[config.mk]
export PLATFORM = sky130hd
export DESIGN_NAME = pmic_fault_interrupt_regs
export DESIGN_NICKNAME = d
export VERILOG_FILES = /design/src/design/pmic_irq_pkg.sv /design/src/design/pmic_fault_interrupt_regs.sv
export SDC_FILE = /design/constraint.sdc
export NUM_CORES = 1
export LEC_CHECK = 0
export BUFFER_PORTS_ARGS = -buffer_cell sky130_fd_sc_hd__buf_2
export CORE_UTILIZATION = 35
export DETAILED_ROUTE_END_ITERATION = 8
export GPL_TIMING_DRIVEN = 0
export PLACE_DENSITY = 0.58
export SLEW_MARGIN = 10
export SYNTH_ARGS = -nofsm -noshare
export SYNTH_HDL_FRONTEND = slang
export SYNTH_SLANG_ARGS = --single-unit
export TNS_END_PERCENT = 20
[constraint.sdc]
create_clock -name ref_clk -period 3.3 [get_ports ref_clk]
set_input_delay 0.165 -clock ref_clk [delete_from_list [all_inputs] [get_ports ref_clk]]
set_output_delay 0.165 -clock ref_clk [all_outputs]
set_load 0.005 [all_outputs]
[src/design/pmic_irq_pkg.sv]
// Package: register map, field layouts and condition carrier for the fault interrupt block
package pmic_irq_pkg;
   // Register indices; the byte address is four times the index
   localparam logic [5:0] IDX_LIVE_SENSE0 = 6'h07;
   localparam logic [5:0] IDX_BUCK_STATUS = 6'h08;
   localparam logic [5:0] IDX_BUCK_MASK = 6'h09;
   localparam logic [5:0] IDX_BUCK_SENSE = 6'h0A;
   localparam logic [5:0] IDX_OV_STATUS = 6'h0E;
   localparam logic [5:0] IDX_OV_MASK = 6'h0F;
   localparam logic [5:0] IDX_OV_SENSE = 6'h10;
   localparam logic [5:0] IDX_LDO_STATUS = 6'h11;
   localparam logic [5:0] IDX_LDO_MASK = 6'h12;
   localparam logic [5:0] IDX_LDO_SENSE = 6'h13;
   localparam int ADDR_LSB = 2;
   localparam int ADDR_W = 8;

   // Implemented bit positions of each group
   localparam logic [7:0] SENSE0_BITS = 8'hBF;
   localparam logic [7:0] BUCK_BITS = 8'h19;
   localparam logic [7:0] OV_BITS = 8'h04;
   localparam logic [7:0] LDO_BITS = 8'h3F;

   // Field positions
   localparam int POS_TEST = 7;
   localparam int POS_UNUSED6 = 6;
   localparam int POS_TEMP_LO = 2;
   localparam int POS_UV = 1;
   localparam int POS_PBTN = 0;
   localparam int POS_BUCK1 = 0;
   localparam int POS_BUCK2 = 3;
   localparam int POS_BUCK3 = 4;
   localparam int POS_OV = 2;

   // Reset values: masks come up masked, flags clear
   localparam logic [7:0] MASK_RESET = 8'hFF;
   localparam logic [7:0] STATUS_RESET = 8'h00;

   // Bus answers
   localparam logic [1:0] RESP_OKAY = 2'b00;
   localparam logic [1:0] RESP_SLVERR = 2'b10;

   // Live conditions from the analog detectors and pins
   typedef struct packed {
      logic test_mode_pin;
      logic [3:0] temp_hi;    // [3]=130, [2]=125, [1]=120, [0]=110 degrees
      logic input_undervolt;
      logic power_button_pin;
      logic [2:0] buck_ilim;  // [2]=buck three .. [0]=buck one
      logic frontend_overvolt;
      logic [5:0] ldo_ilim;   // linreg4, linreg3, 3.3 V, card, linreg2, linreg1
   } cond_t;
endpackage

[src/design/pmic_fault_interrupt_regs.sv]
// Fault interrupt sense, latched status and mask registers behind an AXI4-Lite slave
`timescale 1ns/10ps
`default_nettype none
module pmic_fault_interrupt_regs (
   input wire logic ref_clk,
   input wire logic resetn,
   input wire pmic_irq_pkg::cond_t cond_in,
   input wire logic [pmic_irq_pkg::ADDR_W-1:0] s_axi_awaddr,
   input wire logic s_axi_awvalid,
   output logic s_axi_awready,
   input wire logic [31:0] s_axi_wdata,
   input wire logic [3:0] s_axi_wstrb,
   input wire logic s_axi_wvalid,
   output logic s_axi_wready,
   output logic [1:0] s_axi_bresp,
   output logic s_axi_bvalid,
   input wire logic s_axi_bready,
   input wire logic [pmic_irq_pkg::ADDR_W-1:0] s_axi_araddr,
   input wire logic s_axi_arvalid,
   output logic s_axi_arready,
   output logic [31:0] s_axi_rdata,
   output logic [1:0] s_axi_rresp,
   output logic s_axi_rvalid,
   input wire logic s_axi_rready,
   output logic irq_out_n
);
   import pmic_irq_pkg::*;

   // ----------------------------------------------------------------
   // Reset release and input synchronisers
   // ----------------------------------------------------------------
   logic rst_meta_r;
   logic rst_n;
   cond_t cond_meta_r;
   cond_t cond_r;
   cond_t cond_prev_r;

   // Release of reset is synchronised, assertion stays asynchronous
   always_ff @(posedge ref_clk or negedge resetn) begin
      if (!resetn) begin
         rst_meta_r <= 1'b0;
         rst_n <= 1'b0;
      end else begin
         rst_meta_r <= 1'b1;
         rst_n <= rst_meta_r;
      end
   end

   // Detector outputs are asynchronous levels; only cond_r and cond_prev_r are used by logic
   always_ff @(posedge ref_clk or negedge rst_n) begin
      if (!rst_n) begin
         cond_meta_r <= '0;
         cond_r <= '0;
         cond_prev_r <= '0;
      end else begin
         cond_meta_r <= cond_in;
         cond_r <= cond_meta_r;
         cond_prev_r <= cond_r;
      end
   end

   // ----------------------------------------------------------------
   // Live sense words
   // ----------------------------------------------------------------
   wire logic [7:0] sense0_w;
   wire logic [7:0] buck_sense_w;
   wire logic [7:0] ov_sense_w;
   wire logic [7:0] ldo_sense_w;
   wire logic [7:0] buck_rise_w;
   wire logic [7:0] ov_rise_w;
   wire logic [7:0] ldo_rise_w;

   // Sense words are combinational from the synchronised levels, never latched
   assign sense0_w = {cond_r.test_mode_pin, 1'b0, cond_r.temp_hi,
                      cond_r.input_undervolt, cond_r.power_button_pin};
   assign buck_sense_w = {3'b000, cond_r.buck_ilim[2], cond_r.buck_ilim[1],
                          2'b00, cond_r.buck_ilim[0]};
   assign ov_sense_w = {5'b00000, cond_r.frontend_overvolt, 2'b00};
   assign ldo_sense_w = {2'b00, cond_r.ldo_ilim};

   // Entry into a fault is the rising edge of its level; a fault present at
   // power-on also counts as an entry because the history starts at zero
   assign buck_rise_w = buck_sense_w & ~{3'b000, cond_prev_r.buck_ilim[2],
                        cond_prev_r.buck_ilim[1], 2'b00, cond_prev_r.buck_ilim[0]};
   assign ov_rise_w = ov_sense_w & ~{5'b00000, cond_prev_r.frontend_overvolt, 2'b00};
   assign ldo_rise_w = ldo_sense_w & ~{2'b00, cond_prev_r.ldo_ilim};

   // ----------------------------------------------------------------
   // Register decode
   // ----------------------------------------------------------------
   // Tells whether an index is a mapped register
   function automatic logic is_mapped(input logic [5:0] idx);
      case (idx)
         IDX_LIVE_SENSE0, IDX_BUCK_STATUS, IDX_BUCK_MASK, IDX_BUCK_SENSE,
         IDX_OV_STATUS, IDX_OV_MASK, IDX_OV_SENSE,
         IDX_LDO_STATUS, IDX_LDO_MASK, IDX_LDO_SENSE: is_mapped = 1'b1;
         default: is_mapped = 1'b0;
      endcase
   endfunction

   logic [ADDR_W-1:0] aw_addr_r;
   logic [7:0] w_data_r;
   logic w_lane0_r;
   logic aw_held_r;
   logic w_held_r;
   logic bvalid_r;
   logic [1:0] bresp_r;
   logic rvalid_r;
   logic [31:0] rdata_r;
   logic [1:0] rresp_r;
   logic [7:0] buck_st_r;
   logic [7:0] buck_mask_r;
   logic [7:0] ov_st_r;
   logic [7:0] ov_mask_r;
   logic [7:0] ldo_st_r;
   logic [7:0] ldo_mask_r;
   logic irq_r;

   wire logic [5:0] aw_idx_w;
   wire logic [5:0] ar_idx_w;
   wire logic wr_do_w;
   wire logic wr_ok_w;
   wire logic [7:0] wr_byte_w;
   wire logic ar_take_w;
   wire logic [7:0] rd_byte_w;

   assign aw_idx_w = aw_addr_r[ADDR_LSB +: 6];
   assign ar_idx_w = s_axi_araddr[ADDR_LSB +: 6];
   // A write is done once address and data are both held
   assign wr_do_w = aw_held_r & w_held_r & ~bvalid_r;
   assign wr_ok_w = wr_do_w & w_lane0_r;
   assign wr_byte_w = w_data_r;
   assign ar_take_w = s_axi_arvalid & s_axi_arready;

   // Read selection; unimplemented bits are already zero in each word
   assign rd_byte_w = (ar_idx_w == IDX_LIVE_SENSE0) ? (sense0_w & SENSE0_BITS) :
                      (ar_idx_w == IDX_BUCK_STATUS) ? buck_st_r :
                      (ar_idx_w == IDX_BUCK_MASK) ? buck_mask_r :
                      (ar_idx_w == IDX_BUCK_SENSE) ? buck_sense_w :
                      (ar_idx_w == IDX_OV_STATUS) ? ov_st_r :
                      (ar_idx_w == IDX_OV_MASK) ? ov_mask_r :
                      (ar_idx_w == IDX_OV_SENSE) ? ov_sense_w :
                      (ar_idx_w == IDX_LDO_STATUS) ? ldo_st_r :
                      (ar_idx_w == IDX_LDO_MASK) ? ldo_mask_r :
                      (ar_idx_w == IDX_LDO_SENSE) ? ldo_sense_w : 8'h00;

   // ----------------------------------------------------------------
   // AXI4-Lite write channel
   // ----------------------------------------------------------------
   // Address and data are taken in either order; no new ones while a
   // response is pending, which keeps one write in flight
   assign s_axi_awready = ~aw_held_r & ~bvalid_r;
   assign s_axi_wready = ~w_held_r & ~bvalid_r;
   assign s_axi_bvalid = bvalid_r;
   assign s_axi_bresp = bresp_r;

   always_ff @(posedge ref_clk or negedge rst_n) begin
      if (!rst_n) begin
         aw_held_r <= 1'b0;
         w_held_r <= 1'b0;
         aw_addr_r <= '0;
         w_data_r <= 8'h00;
         w_lane0_r <= 1'b0;
      end else begin
         if (s_axi_awvalid && s_axi_awready) begin
            aw_held_r <= 1'b1;
            aw_addr_r <= s_axi_awaddr;
         end else if (wr_do_w) begin
            aw_held_r <= 1'b0;
         end
         if (s_axi_wvalid && s_axi_wready) begin
            w_held_r <= 1'b1;
            w_data_r <= s_axi_wdata[7:0];
            w_lane0_r <= s_axi_wstrb[0];
         end else if (wr_do_w) begin
            w_held_r <= 1'b0;
         end
      end
   end

   // Response: SLVERR for an unmapped index, OKAY otherwise
   always_ff @(posedge ref_clk or negedge rst_n) begin
      if (!rst_n) begin
         bvalid_r <= 1'b0;
         bresp_r <= RESP_OKAY;
      end else if (wr_do_w) begin
         bvalid_r <= 1'b1;
         bresp_r <= is_mapped(aw_idx_w) ? RESP_OKAY : RESP_SLVERR;
      end else if (s_axi_bready) begin
         bvalid_r <= 1'b0;
      end
   end

   // ----------------------------------------------------------------
   // AXI4-Lite read channel
   // ----------------------------------------------------------------
   assign s_axi_arready = ~rvalid_r;
   assign s_axi_rvalid = rvalid_r;
   assign s_axi_rdata = rdata_r;
   assign s_axi_rresp = rresp_r;

   // Read data is captured at the address handshake; reads have no side effect
   always_ff @(posedge ref_clk or negedge rst_n) begin
      if (!rst_n) begin
         rvalid_r <= 1'b0;
         rdata_r <= 32'h0000_0000;
         rresp_r <= RESP_OKAY;
      end else if (ar_take_w) begin
         rvalid_r <= 1'b1;
         rdata_r <= {24'h00_0000, rd_byte_w};
         rresp_r <= is_mapped(ar_idx_w) ? RESP_OKAY : RESP_SLVERR;
      end else if (s_axi_rready) begin
         rvalid_r <= 1'b0;
      end
   end

   // ----------------------------------------------------------------
   // Status flags and masks
   // ----------------------------------------------------------------
   wire logic [7:0] buck_clr_w;
   wire logic [7:0] ov_clr_w;
   wire logic [7:0] ldo_clr_w;
   wire logic [7:0] buck_st_nxt;
   wire logic [7:0] ov_st_nxt;
   wire logic [7:0] ldo_st_nxt;
   wire logic any_pend_w;

   // Writing one clears, zero leaves alone; a new fault in the same cycle wins
   assign buck_clr_w = (wr_ok_w && aw_idx_w == IDX_BUCK_STATUS) ? wr_byte_w : 8'h00;
   assign ov_clr_w = (wr_ok_w && aw_idx_w == IDX_OV_STATUS) ? wr_byte_w : 8'h00;
   assign ldo_clr_w = (wr_ok_w && aw_idx_w == IDX_LDO_STATUS) ? wr_byte_w : 8'h00;
   assign buck_st_nxt = ((buck_st_r & ~buck_clr_w) | buck_rise_w) & BUCK_BITS;
   assign ov_st_nxt = ((ov_st_r & ~ov_clr_w) | ov_rise_w) & OV_BITS;
   assign ldo_st_nxt = ((ldo_st_r & ~ldo_clr_w) | ldo_rise_w) & LDO_BITS;

   // A flag reaches the pin only while its mask bit is zero
   assign any_pend_w = |(buck_st_r & ~buck_mask_r) | |(ov_st_r & ~ov_mask_r)
                     | |(ldo_st_r & ~ldo_mask_r);

   always_ff @(posedge ref_clk or negedge rst_n) begin
      if (!rst_n) begin
         buck_st_r <= STATUS_RESET;
         ov_st_r <= STATUS_RESET;
         ldo_st_r <= STATUS_RESET;
      end else begin
         buck_st_r <= buck_st_nxt;
         ov_st_r <= ov_st_nxt;
         ldo_st_r <= ldo_st_nxt;
      end
   end

   // Masks keep only implemented positions so reserved bits read zero
   always_ff @(posedge ref_clk or negedge rst_n) begin
      if (!rst_n) begin
         buck_mask_r <= MASK_RESET & BUCK_BITS;
         ov_mask_r <= MASK_RESET & OV_BITS;
         ldo_mask_r <= MASK_RESET & LDO_BITS;
      end else if (wr_ok_w) begin
         if (aw_idx_w == IDX_BUCK_MASK) buck_mask_r <= wr_byte_w & BUCK_BITS;
         if (aw_idx_w == IDX_OV_MASK) ov_mask_r <= wr_byte_w & OV_BITS;
         if (aw_idx_w == IDX_LDO_MASK) ldo_mask_r <= wr_byte_w & LDO_BITS;
      end
   end

   // Registered pin drive avoids glitches on the host's interrupt line
   always_ff @(posedge ref_clk or negedge rst_n) begin
      if (!rst_n) begin
         irq_r <= 1'b0;
      end else begin
         irq_r <= any_pend_w;
      end
   end
   assign irq_out_n = ~irq_r;

   // ----------------------------------------------------------------
   // Checks
   // ----------------------------------------------------------------
   logic [5:0] rd_idx_r;
   always_ff @(posedge ref_clk or negedge rst_n) begin
      if (!rst_n) begin
         rd_idx_r <= 6'h00;
      end else if (ar_take_w) begin
         rd_idx_r <= ar_idx_w;
      end
   end
endmodule
`default_nettype wire

==> metrics.txt <==
Top Usage Layer GRT=met2; worst r2r dst=ldo_st_r[0]$_DFF_PN0_; Final HPWL DP=5350 µm; total leakage power=2.26 nW; Cells after Synth=314; Hold Vio Cnt, Final=0; PwrDens=614 nW/µm²; Fmax=447 MHz; core box area=10500 µm²; fin area=4810 µm²; Synth top cells by count=83 x dfrtp_1, 27 x buf_4, 25 x inv_1; std cell rows=37; internal power=2.11 mW; Worst VDD drop=0.310 mV; antenna cells=0; RSZ-0062 raised after global routing=false; Post-layout nets=502; Hold Startpoint=s_axi_awaddr[2]; htree depth=3; Post-synth EDFFs=0; DRC violations left=0; leading area contributor after synthesis=dfrtp_1; TritonCTS Buffers=9; DRT Wirelength=7550 µm; die area=11300 µm²; worst-skew pair later-pin latency=0.36 ns; global-route wire length before repair=12700 µm; Max FO, Critical Path=7; # clock sinks=93; Synth Area in Compound Gates=10.9%; P_sw=0.842 mW; CTS tree=yes; Inst Count DP=531; Worst EP required=3.54 ns; share of layout cells above drive strength 1=32.0%; count of cell types in the netlist=43; clk slew on worst S/H paths=0.09 ns; fin crit period=2.24 ns; initial core utilization=36.5%; Synth Register Bits=93; placed instance area=4390 µm²; cell area after synthesis=3820 µm²; Final Non-Filler Cells=567; hold path cells=3; initial antenna violation count=0; Longest Clk Path Bufs=2; setup TNS=0 ns; post-synthesis sequential area ratio=61.2%; DRT Pass-1 Iters=5; mux contribution to synthesized area=8.15%; status=complete, no violations; met3 usage=4.29%; I/O Buffers=54; largest net degree at the start of global routing=51; Area contributors post-synth=dfrtp_1 54%, dfstp_2 6.9%, mux2_2 6.8%; largest family of logic cells by synthesized area=simple AND/OR/NAND/NOR gates; Switching Share=28.5%; post-route ant nets=0; CP Class=flop to flop; final worst-path cycle share=67.8%; vias in the first global route=2587; grt met1 use=18.3%; grt total ovfl=0; routability cong.=0.809; GRT Overall Usage=14.6%; root buf cell=clkbuf_8; post-CTS resize count=0; crit path capture type=flop; Warnings, synthesis=0; sequential cell fraction of total power=53.1%; Synth top area share=54.3%; vias per std cell=4.66; syn_area_per_cell=12.2 µm²; Die H=107 µm; max_cap viols=0; DR WL/cell=13.3 µm; CP Launch Type=flop; via count=2642; async set or reset register ratio after synthesis=100%; Max transition margin=36.8%; Clock Skews=0.0117 ns; simple-gate share of the synthesized area=11.0%; Top FF cell, synth=dfrtp_1; RR Startpoint=aw_addr_r[4]$_DFFE_PN0P_; Combinational Power Share=18.7%; Slew @ Worst Pin=0.941 ns; GRT met2 Usage=24.0%; Post-Synth XOR/XNOR Area=0%; drt initial violations=102; Max Slew Vio Count=0; total power=2.96 mW; Hold WS=0.0205 ns; final setup fails=0; I/O pins=118; Worst Hold Class=input port to flop; Hold EP=aw_addr_r[2]$_DFFE_PN0P_; Worst EP arrival=2.48 ns; most instantiated library cell after synthesis=dfrtp_1; Clk pwr share=28.3%; R2R setup slack=1.06 ns; P&R area growth vs syn=25.9%; Worst Reg-to-Reg Cells=4; Die Wd=107 µm; Adder-Cell Fraction of Synth Area=0%
==> stage by stage <==
stage,util [%],worst slack [ns]
finish,46.0,1.06
global route,46.0,0.988
CTS,46.0,1.05
detailed placement,42.0,1.09
global placement,41.7,-0.444
floorplan,-,0.535
==> flip-flops by register name (all words and copies together), names as in the netlist <==
signal / cells
cond_r: 14
ldo_st_r: 6
s_axi_rdata: 7
cond_prev_r: 10
s_axi_bvalid: 1
w_held_r: 1
rst_n: 1
ov_mask_r: 1
ov_st_r: 1
buck_st_r: 3
buck_mask_r: 3
ldo_mask_r: 6
s_axi_bresp: 1
buck_sense_w: 3
w_data_r: 6
rst_meta_r: 1
irq_r: 1
aw_addr_r: 6
w_lane0_r: 1
aw_held_r: 1
s_axi_rresp: 1
cond_meta_r: 17
s_axi_rvalid: 1
==> how the worst max path moves through the flow <==
| stage | start | end | slack [ns] |
|---|---|---|---|
| 6_report | aw_addr_r[4]$_DFFE_PN0P_ | ldo_st_r[0]$_DFF_PN0_ | 1.06 |
| 5_1_grt | aw_addr_r[4]$_DFFE_PN0P_ | ldo_st_r[0]$_DFF_PN0_ | 0.99 |
| 4_1_cts | aw_addr_r[4]$_DFFE_PN0P_ | ldo_st_r[4]$_DFF_PN0_ | 1.05 |
| 3_5_place_dp | aw_addr_r[4]$_DFFE_PN0P_ | ldo_st_r[4]$_DFF_PN0_ | 1.09 |
| 3_3_place_gp | rst_n$_DFF_PN0_ | cond_r[1]$_DFF_PN0_ | -0.44 |
| 2_1_floorplan | rst_n$_DFF_PN0_ | aw_addr_r[2]$_DFFE_PN0P_ | 0.54 |
==> routing by layer <==
layer / part of all wire [%] / up-vias
li1: - / 1260
met1: 44 / 1297
met2: 49 / 75
met3: 5.2 / 10
met4: 1.4 / 0
met5: 0 / -
==> layout by cell type (no fill, tap or decap), drive strengths merged, types with 2 or more instances in the layout <==
cell type,n
conb,28
a22o,11
nor4,3
bufinv,2
o21ai,7
nand2,22
and2,3
nor4bb,2
a21o,3
a211oi,3
nand3b,2
clkbuf,17
mux2i,3
clkinv,3
nand3,2
inv,27
nor3,3
o221ai,3
nor4b,2
nor3b,2
nor2b,10
a221oi,8
nor2,15
dfstp,10
a21oi,9
o21a,2
dfrtp,83
buf,82
mux2,23
o22ai,7
or4b,4
dlygate4sd3,20
==> cell families after synthesis <==
logic type             after synthesis
AOI/OAI and AO/OA                   58
DFF                                 93
muxes                               27
and+or+nand+nor                     74
buffers and inverters               60
other                                2
==> worst max-delay path: stages (launching register included) <==
cell and delay [ns]:
dfrtp_1 0.45, or4b_4 0.58, nor3_1 0.74, nand2_1 0.14, a22o_1 0.21
==> power groups by stage <==
stage / logic, mW / clock network (mW) / registers (mW)
finish: 0.551 / 0.835 / 1.57
global route: 0.620 / 0.909 / 1.61
CTS: 0.558 / 0.863 / 1.57
detailed placement: 0.539 / 0 / 1.59
global placement: 0.508 / 0 / 1.59
floorplan: 0.394 / 0 / 1.54
==> layout make-up <==
| class | instances | area, µm² |
|---|---|---|
| clock inverters | 7 | 96.3 |
| repair buffers | 75 | 498 |
| inverters | 25 | 93.8 |
| plain buffers | 35 | 234 |
| multi-input cells | 187 | 1250 |
| clock buffers | 9 | 124 |
| flip-flops and latches | 93 | 2340 |
| fillers | 1013 | 5650 |
| well taps | 136 | 170 |
==> what timing repair did <==
item                                   in CTS  in global routing
hold buffers                               20                  0
setup buffers                               0                  0
endpoints found under the hold margin      21                  0
(Power assumes the default switching activity.)
